## src/common/slt_pkg.sv

```systemverilog
// Package for the staircase light timer: timing constants, modes, state.
// Assumes a single 250 MHz clock and a synchronous active-low reset.
`default_nettype none
package slt_pkg;
    // Clock rate in kHz (250 MHz)
    localparam longint CLK_KHZ = 250000;
    // Hold time bounds and warning time, in seconds
    localparam int HOLD_MIN_S = 30;
    localparam int HOLD_MAX_S = 600;
    localparam int WARN_S = 30;
    // Cycles per second of the time base
    localparam longint SEC_CYC = CLK_KHZ * 1000;
    localparam int SEC_W = 28;
    localparam int TIME_W = 10;
    // Reset values
    localparam logic [SEC_W-1:0] SEC_RST = 28'h0000000;
    localparam logic [TIME_W-1:0] TIME_RST = 10'h000;

    // Lamp drive levels
    typedef enum logic [1:0] {
        SLT_LAMP_OFF = 2'b00,
        SLT_LAMP_HALF = 2'b01,
        SLT_LAMP_FULL = 2'b10
    } slt_lamp_t;

    // Controller states
    typedef enum logic [1:0] {
        SLT_IDLE = 2'b00,
        SLT_HOLD = 2'b01,
        SLT_WARN = 2'b10,
        SLT_LOCK = 2'b11
    } slt_state_t;

    // Whole state of the controller
    typedef struct packed {
        slt_state_t state;
        logic [TIME_W-1:0] secs;
        logic btn_prev;
        slt_lamp_t lamp;
    } slt_ctl_t;

    // Synchroniser and time base state
    typedef struct packed {
        logic meta;
        logic sync;
        logic [SEC_W-1:0] cnt;
        logic tick;
    } slt_sync_t;
endpackage
`default_nettype wire

```

## src/rtl/slt_sync.sv

```systemverilog
// Two-flop synchroniser plus one-second tick generator.
// Assumes an asynchronous button level and a free-running MCLK.
`default_nettype none
module slt_sync
    import slt_pkg::*;
#(
    parameter longint SEC_CYCLES = SEC_CYC
) (
    input wire logic clk,
    input wire logic rst_n,
    input wire logic din,
    output logic dout,
    output logic tick
);
    slt_sync_t q, next_q;

    // Meta flop is read only by the second flop; the tick counter
    // wraps every SEC_CYCLES cycles and pulses tick for one cycle
    always_comb begin
        next_q.meta = din;
        next_q.sync = q.meta;
        next_q.tick = 1'b0;
        next_q.cnt = q.cnt + 28'h0000001;
        if (q.cnt == SEC_W'(SEC_CYCLES - 1)) begin
            next_q.cnt = SEC_RST;
            next_q.tick = 1'b1;
        end
    end

    // State register
    always_ff @(posedge clk) begin
        if (!rst_n) begin
            q <= '{1'b0, 1'b0, SEC_RST, 1'b0};
        end else begin
            q <= next_q;
        end
    end

    assign dout = q.sync;
    assign tick = q.tick;
endmodule
`default_nettype wire

```

## src/rtl/slt_top.sv

```systemverilog
// Staircase light timer with dimmed warning phase and anti-lock.
// Assumes a pushbutton level on BTN (async) and a lamp driver on LAMP.
// Functional notes
// From idle a button assertion lights the lamp fully and starts hold.
// Full brightness lasts the selected hold time, 30 s to 10 min.
// After hold the lamp runs at half brightness for about 30 s.
// Only after the warning interval ends is the lamp off and idle; an anti-lock shutoff goes dark straight from hold.
// A press during warning restores full brightness and a new hold.
// With anti-lock on, a held button cannot keep the lamp on past hold.
// After an anti-lock shutoff, relighting needs release then press.
// Anti-lock is a config input; when off a held button retriggers.
`default_nettype none
module slt_top
    import slt_pkg::*;
#(
    parameter longint SEC_CYCLES = SEC_CYC
) (
    input wire logic MCLK,
    input wire logic RST_N,
    input wire logic BTN,
    input wire logic ANTI_LOCK,
    input wire logic [TIME_W-1:0] HOLD_SEC,
    output slt_lamp_t LAMP
);
    import slt_pkg::*;

    logic btn;
    logic tick;
    logic [TIME_W-1:0] hold_lim;
    slt_ctl_t r, next_r;

    // Last hold second reached; shared by the logic and the checks
    function automatic logic hold_done(input logic [TIME_W-1:0] secs,
        input logic [TIME_W-1:0] lim);
        return secs >= lim - 10'h001;
    endfunction

    // Last warning second reached
    function automatic logic warn_done(input logic [TIME_W-1:0] secs);
        return secs >= TIME_W'(WARN_S - 1);
    endfunction

    slt_sync #(.SEC_CYCLES(SEC_CYCLES)) u_sync (
        .clk(MCLK),
        .rst_n(RST_N),
        .din(BTN),
        .dout(btn),
        .tick(tick)
    );

    // Clamp hold setting into the supported range
    always_comb begin
        hold_lim = HOLD_SEC;
        if (HOLD_SEC < TIME_W'(HOLD_MIN_S)) begin
            hold_lim = TIME_W'(HOLD_MIN_S);
        end
        if (HOLD_SEC > TIME_W'(HOLD_MAX_S)) begin
            hold_lim = TIME_W'(HOLD_MAX_S);
        end
    end

    // Next-state logic; seconds counted on the shared tick, so timing
    // is accurate to within one second, traded for a small counter
    always_comb begin
        logic press;
        press = btn & ~r.btn_prev;
        next_r = r;
        next_r.btn_prev = btn;
        unique case (r.state)
            SLT_IDLE: begin
                // press turns lamp on
                if (press) begin
                    next_r.state = SLT_HOLD;
                    next_r.secs = TIME_RST;
                    next_r.lamp = SLT_LAMP_FULL;
                end
            end
            SLT_HOLD: begin
                // held button retriggers without anti-lock
                if (btn && !ANTI_LOCK) begin
                    next_r.secs = TIME_RST;
                // count hold seconds
                end else if (tick) begin
                    if (hold_done(r.secs, hold_lim)) begin
                        next_r.secs = TIME_RST;
                        // stuck button goes dark
                        if (btn && ANTI_LOCK) begin
                            next_r.state = SLT_LOCK;
                            next_r.lamp = SLT_LAMP_OFF;
                        end else begin
                            // enter half brightness
                            next_r.state = SLT_WARN;
                            next_r.lamp = SLT_LAMP_HALF;
                        end
                    end else begin
                        next_r.secs = r.secs + 10'h001;
                    end
                end
            end
            SLT_WARN: begin
                // press restores full
                if (press || (btn && !ANTI_LOCK)) begin
                    next_r.state = SLT_HOLD;
                    next_r.secs = TIME_RST;
                    next_r.lamp = SLT_LAMP_FULL;
                end else if (tick) begin
                    // off after warning
                    if (warn_done(r.secs)) begin
                        next_r.state = SLT_IDLE;
                        next_r.secs = TIME_RST;
                        next_r.lamp = SLT_LAMP_OFF;
                    end else begin
                        next_r.secs = r.secs + 10'h001;
                    end
                end
            end
            SLT_LOCK: begin
                // wait for release
                if (!btn) begin
                    next_r.state = SLT_IDLE;
                end
            end
        endcase
    end

    always_ff @(posedge MCLK) begin
        if (!RST_N) begin
            r <= '{SLT_IDLE, TIME_RST, 1'b0, SLT_LAMP_OFF};
        end else begin
            r <= next_r;
        end
    end

    assign LAMP = r.lamp;
endmodule
`default_nettype wire

```

## config.mk

```make
export PLATFORM = sky130hd
export DESIGN_NAME = slt_top
export DESIGN_NICKNAME = d
export VERILOG_FILES = /design/src/common/slt_pkg.sv /design/src/rtl/slt_sync.sv /design/src/rtl/slt_top.sv
export SDC_FILE = /design/constraint.sdc
export NUM_CORES = 1
export LEC_CHECK = 0
export ABC_AREA = 1
export BUFFER_PORTS_ARGS = -buffer_cell sky130_fd_sc_hd__clkbuf_2
export CAP_MARGIN = 15
export CORE_ASPECT_RATIO = 0.6
export CORE_MARGIN = 1
export CORE_UTILIZATION = 55
export DETAILED_ROUTE_END_ITERATION = 7
export PLACE_DENSITY = 0.73
export SLEW_MARGIN = 0
export SYNTH_ARGS = -nofsm -noshare
export SYNTH_HDL_FRONTEND = slang
export SYNTH_SLANG_ARGS = --single-unit
```

## constraint.sdc

```tcl
create_clock -name MCLK -period 3.8 [get_ports MCLK]
set_input_delay 0.57 -clock MCLK [delete_from_list [all_inputs] [get_ports MCLK]]
set_output_delay 0.57 -clock MCLK [all_outputs]
set_load 0.05 [all_outputs]
```

Word level (Yosys, flattened, before mapping)
Cells that the tools add are included.

Reduce and logical (&&, ||, !) cells: 10. $add $sub $neg: 3. Order comparisons: 4. Muxes and demuxes: 25. Eq/ne operators: 12. Bitwise gates (word level): 3.

Operators with widths (number): two-way mux 10 bit (5); two-way mux 12 bit (4); case mux 10 bit (3 select lines) (1); adder 28 x 1 -> 28 bit (second input constant) (1); equality test 28 bit (second input constant) (1); two-way mux 2 bit (10); AND reduction 7 bit (2); adder 10 x 1 -> 10 bit (second input constant) (1); >= comparator 10 bit (1); >= comparator 10 x 5 -> 1 bit (second input constant) (1); greater-than comparator 10 bit (second input constant) (1); less-than comparator 10 x 5 -> 1 bit (second input constant) (1); subtractor 10 x 1 -> 10 bit (second input constant) (1); inequality test 2 bit (second input constant) (4); case mux 2 bit (4 select lines) (1); inequality test 3 x 2 -> 1 bit (second input constant) (2); case mux 2 bit (3 select lines) (1); equality test 2 bit (second input constant) (2); AND reduction 4 bit (1); two-way mux 1 bit (3); inequality test 3 bit (second input constant) (1); nonzero test 3 bit (1); equality test 2 x 1 -> 1 bit (second input constant) (1); logical AND 1 bit (2); other kinds (7) (8).

Register bits: 46. Output and inout bits: 2. Logic and storage cells: 65.

Longest topological paths before layout
Gate-level depths: netlist of the first run.

Depth in word-level cells: 9. Gate-level depth with buffers: 24.

Hierarchy
Synthesis of the first run repeated with hierarchy kept, for this count alone.

Cell total of the unflattened synthesis: 524. Area total of the unflattened synthesis: 3305.7 um2.

By module, submodules not included: slt_sync (cells an instance 263, times used 1, seq. area each 620.6 um2, area an instance 1697.9 um2); slt_top (cells an instance 261, times used 1, seq. area each 300.3 um2, area an instance 1607.8 um2).

Least setup slack after synthesis of the first run
Ideal clock, no wire load.

Path type: in2reg. From: in HOLD_SEC[8]. To: reg r (netlist bit LAMP[0]). Stages on the path: 22. Path buffers: 1. Data arrival time: 2.751 ns. Slack: 0.933 ns. Data required time: 3.684 ns. Cell sequence: or2_1 > nor2_1 > nand2_1 > nand2_2 > buf_6 > nand2_1 > ha_1 > nand2_1 > nor2_2 > nand2_1 > nand2_1 > nand2_1 > inv_1 > ha_1 > nand2_1 > nor2_1 > nand3_1 > nand3_1 > nand2_1 > nor2_1 > o21a_1 > nor2_1.

Word-level cells in the longest chain between the ends: 7. Elaborated cells on any way between the ends: 8. Those cells by class: add/sub: 1; order compare: 3; eq/ne: 1; mux: 2; reduce/logical: 1.

RTL lines: from (decl) (line slt_top.sv:22) `input wire logic [TIME_W-1:0] HOLD_SEC,`; less-than comparator 10 x 5 -> 1 bit (line slt_top.sv:54) `if (HOLD_SEC < TIME_W'(HOLD_MIN_S)) begin`; two-way mux 10 bit (line slt_top.sv:54); two-way mux 10 bit * (line slt_top.sv:57) `if (HOLD_SEC > TIME_W'(HOLD_MAX_S)) begin`; subtractor 10 x 1 -> 10 bit * (line slt_top.sv:35) `return secs >= lim - 10'h001;`; >= comparator 10 bit * (line slt_top.sv:35); inequality test 2 bit (no line) *; AND reduction 7 bit (no line) *; to (signal assigned) (line slt_top.sv:128) `r <= '{SLT_IDLE, TIME_RST, 1'b0, SLT_LAMP_OFF};`; to (signal assigned) (line slt_top.sv:130) `r <= next_r;`; to (decl) (line slt_top.sv:30) `slt_ctl_t r, next_r;`.

Mark *: on every way between the ends. The rest lies on a longest branch, timed or not. A chain may end at the register's enable or synchronous reset.

Final worst setup path of the first run
Ends and elaborated chain as after synthesis.

==> results of run 1 <==
==> metal layers <==
layer | up-vias | global-route usage | part of all wire
met5 | - | 0 | 0
li1 | 1565 | - | -
met4 | 0 | 0.0441 | 0.0048
met3 | 4 | 0.0725 | 0.089
met1 | 1324 | 0.419 | 0.56
met2 | 98 | 0.314 | 0.34
==> sequential cells by signal, summed over array words and instances (netlist names) <==
register	cells
r	13
LAMP	2
u_sync.dout	1
u_sync.q	28
u_sync.next_q	1
u_sync.tick	1
==> logic make-up (layout without fill, tap and decap cells) <==
kind of cell	Yosys count	count (layout)	synth area share
simple gates	288	288	0.412
buf+inv	82	98	0.109
flops	46	46	0.296
fa+ha+maj	20	20	0.0804
compound gates	37	37	0.0639
xor+xnor	14	14	0.0394
==> metrics by stage <==
stage,hold slack [ns],cell area [sq um],std cells
global route,0.454,3310,569
detailed placement,0.411,3210,561
floorplan,0.390,3110,487
finish,0.437,3310,569
CTS,0.435,3310,569
global placement,0.413,3210,561
==> layout by cell type (no fill, tap or decap), types with 2 or more instances in the layout <==
master      n
nor2_1     72
a31oi_1     2
a21oi_1    19
nand2_2     3
nand2_1   128
xnor2_1     3
nor3_1     12
o21ai_1     2
nand3b_1    5
nand4_1    12
inv_1      74
xor2_1     11
or2_0       3
or2_2       3
clkbuf_2   15
dfxtp_1    46
nor2_2      8
nand3_1    33
ha_1       20
o21ai_0    10
clkbuf_8    6
nand3_2     2
==> worst register-to-register path, cell delays in order, from the launching register on <==
cell and delay [ns]:
dfxtp_1 0.42, inv_1 0.09, ha_1 0.22, inv_1 0.14
nor2_1 0.09, nand2_1 0.06, nand2_1 0.06, nor2_2 0.12
nand2_2 0.12, inv_2 0.14, nand2_1 0.08, nand2_1 0.19
nor2_1 0.07
==> power groups by stage <==
| stage | Clock (W) | Combinational [W] | Sequential (W) |
|---|---|---|---|
| after floorplan | 0 | 0.000325 | 0.000540 |
| after global placement | 0 | 0.000396 | 0.000546 |
| after detailed placement | 0 | 0.000401 | 0.000548 |
| after CTS | 0.000324 | 0.000405 | 0.000537 |
| after global routing | 0.000349 | 0.000464 | 0.000541 |
| final | 0.000319 | 0.000409 | 0.000538 |
==> worst min path at each step <==
| stage | slack [ns] | start | end | depth (start not counted) |
|---|---|---|---|---|
| after global placement | 0.41 | u_sync.next_q[29] | u_sync.dout | 2 |
| after global routing | 0.45 | u_sync.next_q[29] | u_sync.dout | 2 |
| after floorplan | 0.39 | u_sync.next_q[29] | u_sync.dout | 2 |
| after detailed placement | 0.41 | u_sync.next_q[29] | u_sync.dout | 2 |
| final | 0.44 | u_sync.next_q[29] | u_sync.dout | 2 |
| after CTS | 0.44 | u_sync.next_q[29] | u_sync.dout | 2 |
==> cell type report <==
| class | count | area [sq um] | share of cell area |
|---|---|---|---|
| Multi-Input combinational cell | 359 | 1850 | 0.560 |
| Sequential cell | 46 | 921 | 0.278 |
| Inverter | 75 | 282 | 0.0851 |
| Clock buffer | 6 | 82.6 | 0.0250 |
| Tap cell | 66 | 82.6 | 0.0250 |
| Timing Repair Buffer | 15 | 75.1 | 0.0227 |
| Clock inverter | 2 | 12.5 | 0.00378 |
==> results.cfg, run 1 <==
[status]
status = complete, no violations

[timing]
rsz0062_at_grt = no
post-route-period-util = 0.834
slew_headroom = 0.729
setup_ws_ns = 0.629
worstMarginPinSlew_ns = 0.404
setup_violations = 0
skew_ns = 0.0105
fmax_mhz = 315
min_period_ns = 3.17
final.setup.tns_ns = 0
finalHoldViolations = 0
finalMaxSlewViolations = 0

[setup_path]
crit_required_ns = 3.99
start_kind = primary input
crit_path_frequent_cell = nand2_1
crit_path_end = LAMP[0]
crit_fanout = 14
critical_path_depth = 22
path_cells = clkbuf_2 -> or2_1 -> nor2_1 -> nand2_1 -> nand2_2 -> nand3b_1 -> ha_1 -> nand2_1 -> nor2_2 -> nand2_1 -> nand2_1 -> nand2_1 -> inv_1 -> ha_1 -> nand2_1 -> nor2_1 -> nand3_1 -> nand3_1 -> nand2_1 -> nor2_1 -> o21a_1 -> nor2_1
reg2reg_setup_slack_ns = 1.90
worstSetupStartpoint = HOLD_SEC[8]
slowest_stage = nor2_1
rr_startpoint = r[14]
critPathCaptureType = flip-flop
criticalPathCategory = primary input to flip-flop
slowest_delay_ns = 0.27
critical_path_arrival_ns = 3.36
critPathBufInv = 2
reg2reg_to = r[6]
reg2reg_depth = 12
cpLargestDelayFamily = simple AND/OR/NAND/NOR gates

[floorplan]
fp.dieArea_sq_um = 5970
core_sq_um = 5260
fp.dieW_microns = 99.1
initial_core_util = 0.592
std_cell_rows = 20
io_pins = 16
die_h_microns = 60.3

[power]
p_leak_nw = 1.52
power_density_nw_per_um2 = 383
p_comb_frac = 0.323
total_power_w = 0.00127
p_sw_frac = 0.378
p_sw_w = 0.000479
p_clk_frac = 0.252
peakVddDrop_mv = 0.212
p_int_w = 0.000788
p_seq_frac = 0.425

[synth]
yosys.area.top_type_share = 0.296
ys_seq_elements = 46
synth_area_leaders = dfxtp_1 (30%), nand2_1 (15%), inv_1 (8.9%)
syn_nets = 521
synth_seq_area_share = 0.296
ys_types = 35
synth_edf_count = 0
ys_top_cells_by_count = nand2_1 (128), inv_1 (74), nor2_1 (72), dfxtp_1 (46), nand3_1 (33)
synthCells = 487
avgSynthCellArea_sq_um = 6.39
netlist_area_sq_um = 3110
ys_warn_count = 0
synthArstFlopShare = 0
synth.most_common_cell = nand2_1
yosys_most_used_dff = dfxtp_1
synth_top_area_cell = dfxtp_1

[routing]
dr.pass1.iters = 5
drt_iter0_drc = 215
vias = 2991
wirelength_microns = 7150
ant_nets = 0
viasPerCell = 5.26
wl_per_cell_microns = 12.6
drc = 0

[clocking]
cts_resized = 0
cts_tree = done
cts_setup_buffers = 0
ctsHtreeMaxLevel = 2
cts.reportedPaths.clkPinSlew_ns = 0.08
clk_latency_ns = 0.30
hold_buffers = 0
clock-sinks = 46
cts-buffers-inserted = 5
cts.path.max_buffers = 2
root_buffer = clkbuf_8

[global_route]
grt_pass1_vias = 2425
grt_first_pass_wirelength_microns = 11700
grt_util_all_layers = 0.256
antenna_found_initial = 0
overflow = 0
grt_start_max_net_pins = 26

[placement]
numPortBuffers = 15
hpwl_microns = 5770
pre_cts_ws_ns = 0.374
gp_congestion = 0.878

[cells_and_area]
diodes = 0
fin_nets = 536
syn_to_final_growth_pct = 6.31
fill_cells = 520
final_util = 0.630
drive_gt1_frac = 0.0855

[job]
drv_cap = 0

[min_path]
hold_class = flip-flop to flip-flop
No activity file was read; power rests on OpenSTA's default activity.
==> inputs of run 2 (changes only) <==
- ABC_AREA: 1 -> 0
- clock period: 3.8 -> 3.25 ns (I/O delays scaled with it)
==> results.cfg, run 2 <==
[setup_path]
crit_fanout = 3
crit_path_frequent_cell = o21ai_2
slowest_stage = or3_4
criticalPathCategory = primary input to flip-flop
path_cells = clkbuf_2 -> or3_4 -> a31oi_1 -> nor2b_1 -> o21ai_2 -> nand3_2 -> ha_4 -> nand2_4 -> nor3_4 -> and3b_1 -> mux2_4 -> nand2_4 -> ha_4 -> o21ai_2 -> nor2_1 -> nor3b_2 -> o21ai_2 -> and4b_1 -> mux2i_1
crit_required_ns = 3.44
critical_path_arrival_ns = 3.43
slowest_delay_ns = 0.38
critPathCaptureType = flip-flop
start_kind = primary input
reg2reg_depth = 8

[cells_and_area]
drive_gt1_frac = 0.180
layout_common_cells = nor2_1 (49), dfxtp_1 (46), nand2_1 (31), xor2_1 (25)
fill_cells = 378
diodes = 0
largest_reg_flops = 28
final_area_sq_um = 3140
layout_commonest_cell = nor2_1
syn_to_final_growth_pct = 16.5
fin_nets = 388
regMostFlops = u_sync.q
final_util = 0.678

[timing]
skew_ns = 0.00734
setup_violations = 0
slew_headroom = 0.432
final.setup.tns_ns = 0
min_period_ns = 3.24
finalHoldViolations = 0
finalMaxSlewViolations = 0
post-route-period-util = 0.996
worstMarginPinSlew_ns = 0.845
fmax_mhz = 309
rsz0062_at_grt = yes
hold_slack_ns = 0.413

[clocking]
clock-sinks = 46
cts_tree = done
cts-buffers-inserted = 5
root_buffer = clkbuf_8
cts.path.max_buffers = 2
clk_latency_ns = 0.30
hold_buffers = 0
cts.reportedPaths.clkPinSlew_ns = 0.08
ctsHtreeMaxLevel = 2

[floorplan]
fp.dieArea_sq_um = 5200
die_h_microns = 56.2
core_sq_um = 4640
initial_core_util = 0.582
std_cell_rows = 19
io_pins = 16
fp.dieW_microns = 92.4

[global_route]
grt_start_max_net_pins = 29
grt_pass1_vias = 1929
antenna_found_initial = 0
grt_first_pass_wirelength_microns = 9110
grt_util_all_layers = 0.222
overflow = 0

[synth]
synth_top_family_by_area = simple AND/OR/NAND/NOR gates
ys_types = 44
netlist_area_sq_um = 2700
synth_edf_count = 0
synth_fa_ha_area_frac = 0.0928
avgSynthCellArea_sq_um = 8.35
syn_nets = 357
synth_top_area_cell = dfxtp_1
synthMuxAreaShare = 0.0232
synth.most_common_cell = nor2_1
ys_warn_count = 0
synth_seq_area_share = 0.341
yosys.area.top_type_share = 0.341
synth-compound-area-share = 0.0649
ys_seq_elements = 46
synth_area_leaders = dfxtp_1 (34%), ha_1 (9.3%), xor2_1 (8.1%)
yosys.area_share.xor_xnor = 0.123
synth_simple_gate_area_frac = 0.321
synthArstFlopShare = 0
ys_top_cells_by_count = nor2_1 (49), dfxtp_1 (46), nand2_1 (33), xor2_1 (25), nand3_1 (21)
synthCells = 323
yosys_most_used_dff = dfxtp_1

[min_path]
hold_class = primary input to flip-flop
worstHoldPathCells = 2

[power]
peakVddDrop_mv = 0.402
power_density_nw_per_um2 = 449
p_leak_nw = 1.25
total_power_w = 0.00141

[routing]
ant_nets = 0
vias = 2325
viasPerCell = 5.56
dr.pass1.iters = 5
wl_per_cell_microns = 13.4
drc = 0
wirelength_microns = 5620
drt_iter0_drc = 116

[placement]
hpwl_microns = 4180
gp_congestion = 0.809
dpl_cell_area_sq_um = 2950
numPortBuffers = 15

[status]
status = complete, no violations

[job]
drv_cap = 0
==> run 2: changes by cell type after synthesis, moves of 6 or more <==
cell and delta:
a21oi_1 -12, inv_1 -67, nand2_1 -95, nand2b_1 +6, nand3_1 -12, nor2_1 -23
nor2_2 -8, nor3_1 -9, xnor2_1 +10, xor2_1 +14
==> run 2: per-stage QoR <==
step | setup WS, ns | instances
floorplan | -0.0815 | 323
detailed placement | -0.263 | 407
CTS | 0.0558 | 415
global placement | -0.173 | 407
global route | -0.131 | 418
finish | 0.0126 | 418
==> run 2: where the power goes <==
part           switching, W  total, W  internal (W)
clock              0.000191  0.000363      0.000172
sequential        0.0000425  0.000634      0.000592
combinational      0.000237  0.000412      0.000175
==> run 2: timing repair <==
item	CTS	global route
endpoints found under the setup margin	0	14
buffers inserted	0	3
gates resized for setup	0	14
==> run 2: layout make-up <==
class	count	area, sq um	area share
Clock buffer	7	86.3	0.0275
Timing Repair Buffer	35	231	0.0737
Clock inverter	1	5.00	0.00159
Sequential cell	46	921	0.293
Tap cell	63	78.8	0.0251
Multi-Input combinational cell	259	1790	0.571
Inverter	7	26.3	0.00836
==> run 2: logic make-up (layout without fill, tap and decap cells) <==
kind of cell	Yosys count	after routing
compound gates	30	30
xor+xnor	38	38
fa+ha+maj	20	20
buf+inv	18	50
flops	46	46
mux	6	6
simple gates	165	165
==> run 2: metal layers <==
metal,global-route usage,vias to the layer above,share of wire
met3,0.0546,4,0.059
met5,0,-,0
met2,0.289,64,0.39
met4,0.0402,0,0.0055
met1,0.361,1077,0.55
li1,-,1180,-
==> run 2: worst paths after layout <==
check,start,endpoint,slack (ns)
worst min register to register,u_sync.next_q[29],u_sync.dout,0.44
worst max register to register,r[3],LAMP[0],0.98
worst max-delay path,HOLD_SEC[2],LAMP[0],0.01
worst min-delay path,BTN,u_sync.next_q[29],0.41
==> run 2: worst max-delay path: cells and delay by family <==
| family | cells | cell delay, ns |
|---|---|---|
| fa+ha+maj | 2 | 0.38 |
| simple gates | 10 | 1.47 |
| buf+inv | 1 | 0.09 |
| mux | 2 | 0.43 |
| compound gates | 4 | 0.57 |
==> inputs of run 3 (changes only) <==
- REMOVE_ABC_BUFFERS: not set -> 1
- SETUP_SLACK_MARGIN: not set -> 0.4
==> results.cfg, run 3 (synthesized netlist as in run 2, its figures left out) <==
[status]
status = complete, but fails checks
violations = setup timing

[timing]
hold_slack_ns = 0.395
final.setup.tns_ns = -1.32
post-route-period-util = 1.04
finalMaxSlewViolations = 0
setup_ws_ns = -0.115
slew_headroom = 0.491
skew_ns = 0.00698
setup_violations = 14
rsz0062_at_grt = yes
worstMarginPinSlew_ns = 0.756
finalHoldViolations = 0
fmax_mhz = 297
min_period_ns = 3.37

[setup_path]
rr_startpoint = r[13]
reg2reg_setup_slack_ns = 1.02
critPathCaptureType = flip-flop
slowest_delay_ns = 0.33
critical_path_arrival_ns = 3.60
path_cells = buf_6 -> or2_4 -> nor4_4 -> nand2_1 -> nand3_2 -> ha_4 -> nand2_4 -> nor3_4 -> and3b_1 -> mux2_4 -> nand2_4 -> ha_4 -> o21ai_2 -> nor2_1 -> nor3b_2 -> o21ai_2 -> buf_4 -> a2bb2oi_4 -> nor2_1
crit_required_ns = 3.49
crit_fanout = 5
reg2reg_depth = 7
reg2reg_to = r[8]
critPathBufInv = 2
start_kind = primary input
slowest_stage = nor4_4
criticalPathCategory = primary input to flip-flop
worstSetupStartpoint = HOLD_SEC[8]
cpLargestDelayFamily = simple AND/OR/NAND/NOR gates

[cells_and_area]
largest_reg_flops = 28
diodes = 0
layout_commonest_cell = nor2_1
layout_common_cells = nor2_1 (48), dfxtp_1 (46), buf_4 (33), nand2_1 (31), xor2_1 (25)
drive_gt1_frac = 0.220
final_cells = 432
regMostFlops = u_sync.q
syn_to_final_growth_pct = 21.4
fin_nets = 402
final_area_sq_um = 3270

[global_route]
grt_pass1_vias = 2174
antenna_found_initial = 0
grt_util_all_layers = 0.265
grt_start_max_net_pins = 23
overflow = 0
grt_first_pass_wirelength_microns = 10700

[power]
peakVddDrop_mv = 0.270
p_leak_nw = 1.31
power_density_nw_per_um2 = 455
total_power_w = 0.00149

[routing]
drt_iter0_drc = 186
dr.pass1.iters = 4
vias = 2422
ant_nets = 0
viasPerCell = 5.61
wl_per_cell_microns = 15.0
drc = 0
wirelength_microns = 6500

[placement]
dp_cells = 414
hpwl_microns = 4370
dpl_cell_area_sq_um = 2970
numPortBuffers = 15
gp_congestion = 0.855

[floorplan]
initial_core_util = 0.582
fp.dieArea_sq_um = 5200
fp.dieW_microns = 92.4
die_h_microns = 56.2
io_pins = 16
core_sq_um = 4640
std_cell_rows = 19

[min_path]
worstHoldPathCells = 2
hold_class = primary input to flip-flop
min-delay-start = BTN
hold_end = u_sync.next_q[29]

[clocking]
cts_tree = done
cts.reportedPaths.clkPinSlew_ns = 0.08
clock-sinks = 46
clk_latency_ns = 0.30
hold_buffers = 0
ctsHtreeMaxLevel = 2
cts-buffers-inserted = 5
root_buffer = clkbuf_8
cts.path.max_buffers = 2

[job]
drv_cap = 0
## run 3: changes by cell type in the layout (fill, tap and decap cells not counted)
cell / before / now
buf_4: 20 / 33
a211oi_1: 2 / 1
a211oi_2: 0 / 1
a2bb2oi_4: 1 / 2
and4b_1: 1 / 0
and4b_2: 0 / 1
nor2_1: 49 / 48
nor2_2: 0 / 1
## run 3: worst max-delay path by stage
stage                          to  slack (ns)  cells after the start
after floorplan             r[10]       -0.45                     16
after global placement       r[6]       -0.59                     17
after detailed placement     r[4]       -0.76                     17
after CTS                 LAMP[1]       -0.01                     19
after global routing      LAMP[1]       -0.24                     19
final                        r[8]       -0.12                     19
## run 3: layout make-up
cell class              instances  area, sq um
clock buffers                   7         86.3
clock inverters                 1         5.00
fillers                       371         1360
inverters                       7         26.3
multi-input cells             260         1830
flip-flops and latches         46          921
well taps                      63         78.8
repair buffers                 48          329
## run 3: per-layer routing
metal	global-route usage	part of all wire	vias up
met5	0	0	-
met4	0.0670	0.010	0
met3	0.0697	0.058	8
met2	0.351	0.41	65
met1	0.415	0.52	1139
li1	-	-	1210
## run 3: per-stage QoR
step / util / worst slack (ns)
3_3_place_gp: 0.640 / -0.592
2_1_floorplan: - / -0.452
4_1_cts: 0.690 / -0.0103
3_5_place_dp: 0.640 / -0.760
6_report: 0.706 / -0.115
5_1_grt: 0.706 / -0.242
## run 3: where the power goes
part / internal [W] / total [W] / switching, W
registers: 0.000592 / 0.000630 / 0.0000380
clock network: 0.000172 / 0.000361 / 0.000190
logic: 0.000219 / 0.000497 / 0.000278
total: 0.000983 / 0.00149 / 0.000506
## run 3: what timing repair did
| item | CTS | global route |
|---|---|---|
| cloned | 1 | 0 |
| endpoints found under the hold margin | 0 | 0 |
| endpoints found under the setup margin | 14 | 14 |
| setup buffers | 6 | 3 |
| resized for setup | 18 | 11 |
| pin swaps | 11 | 13 |
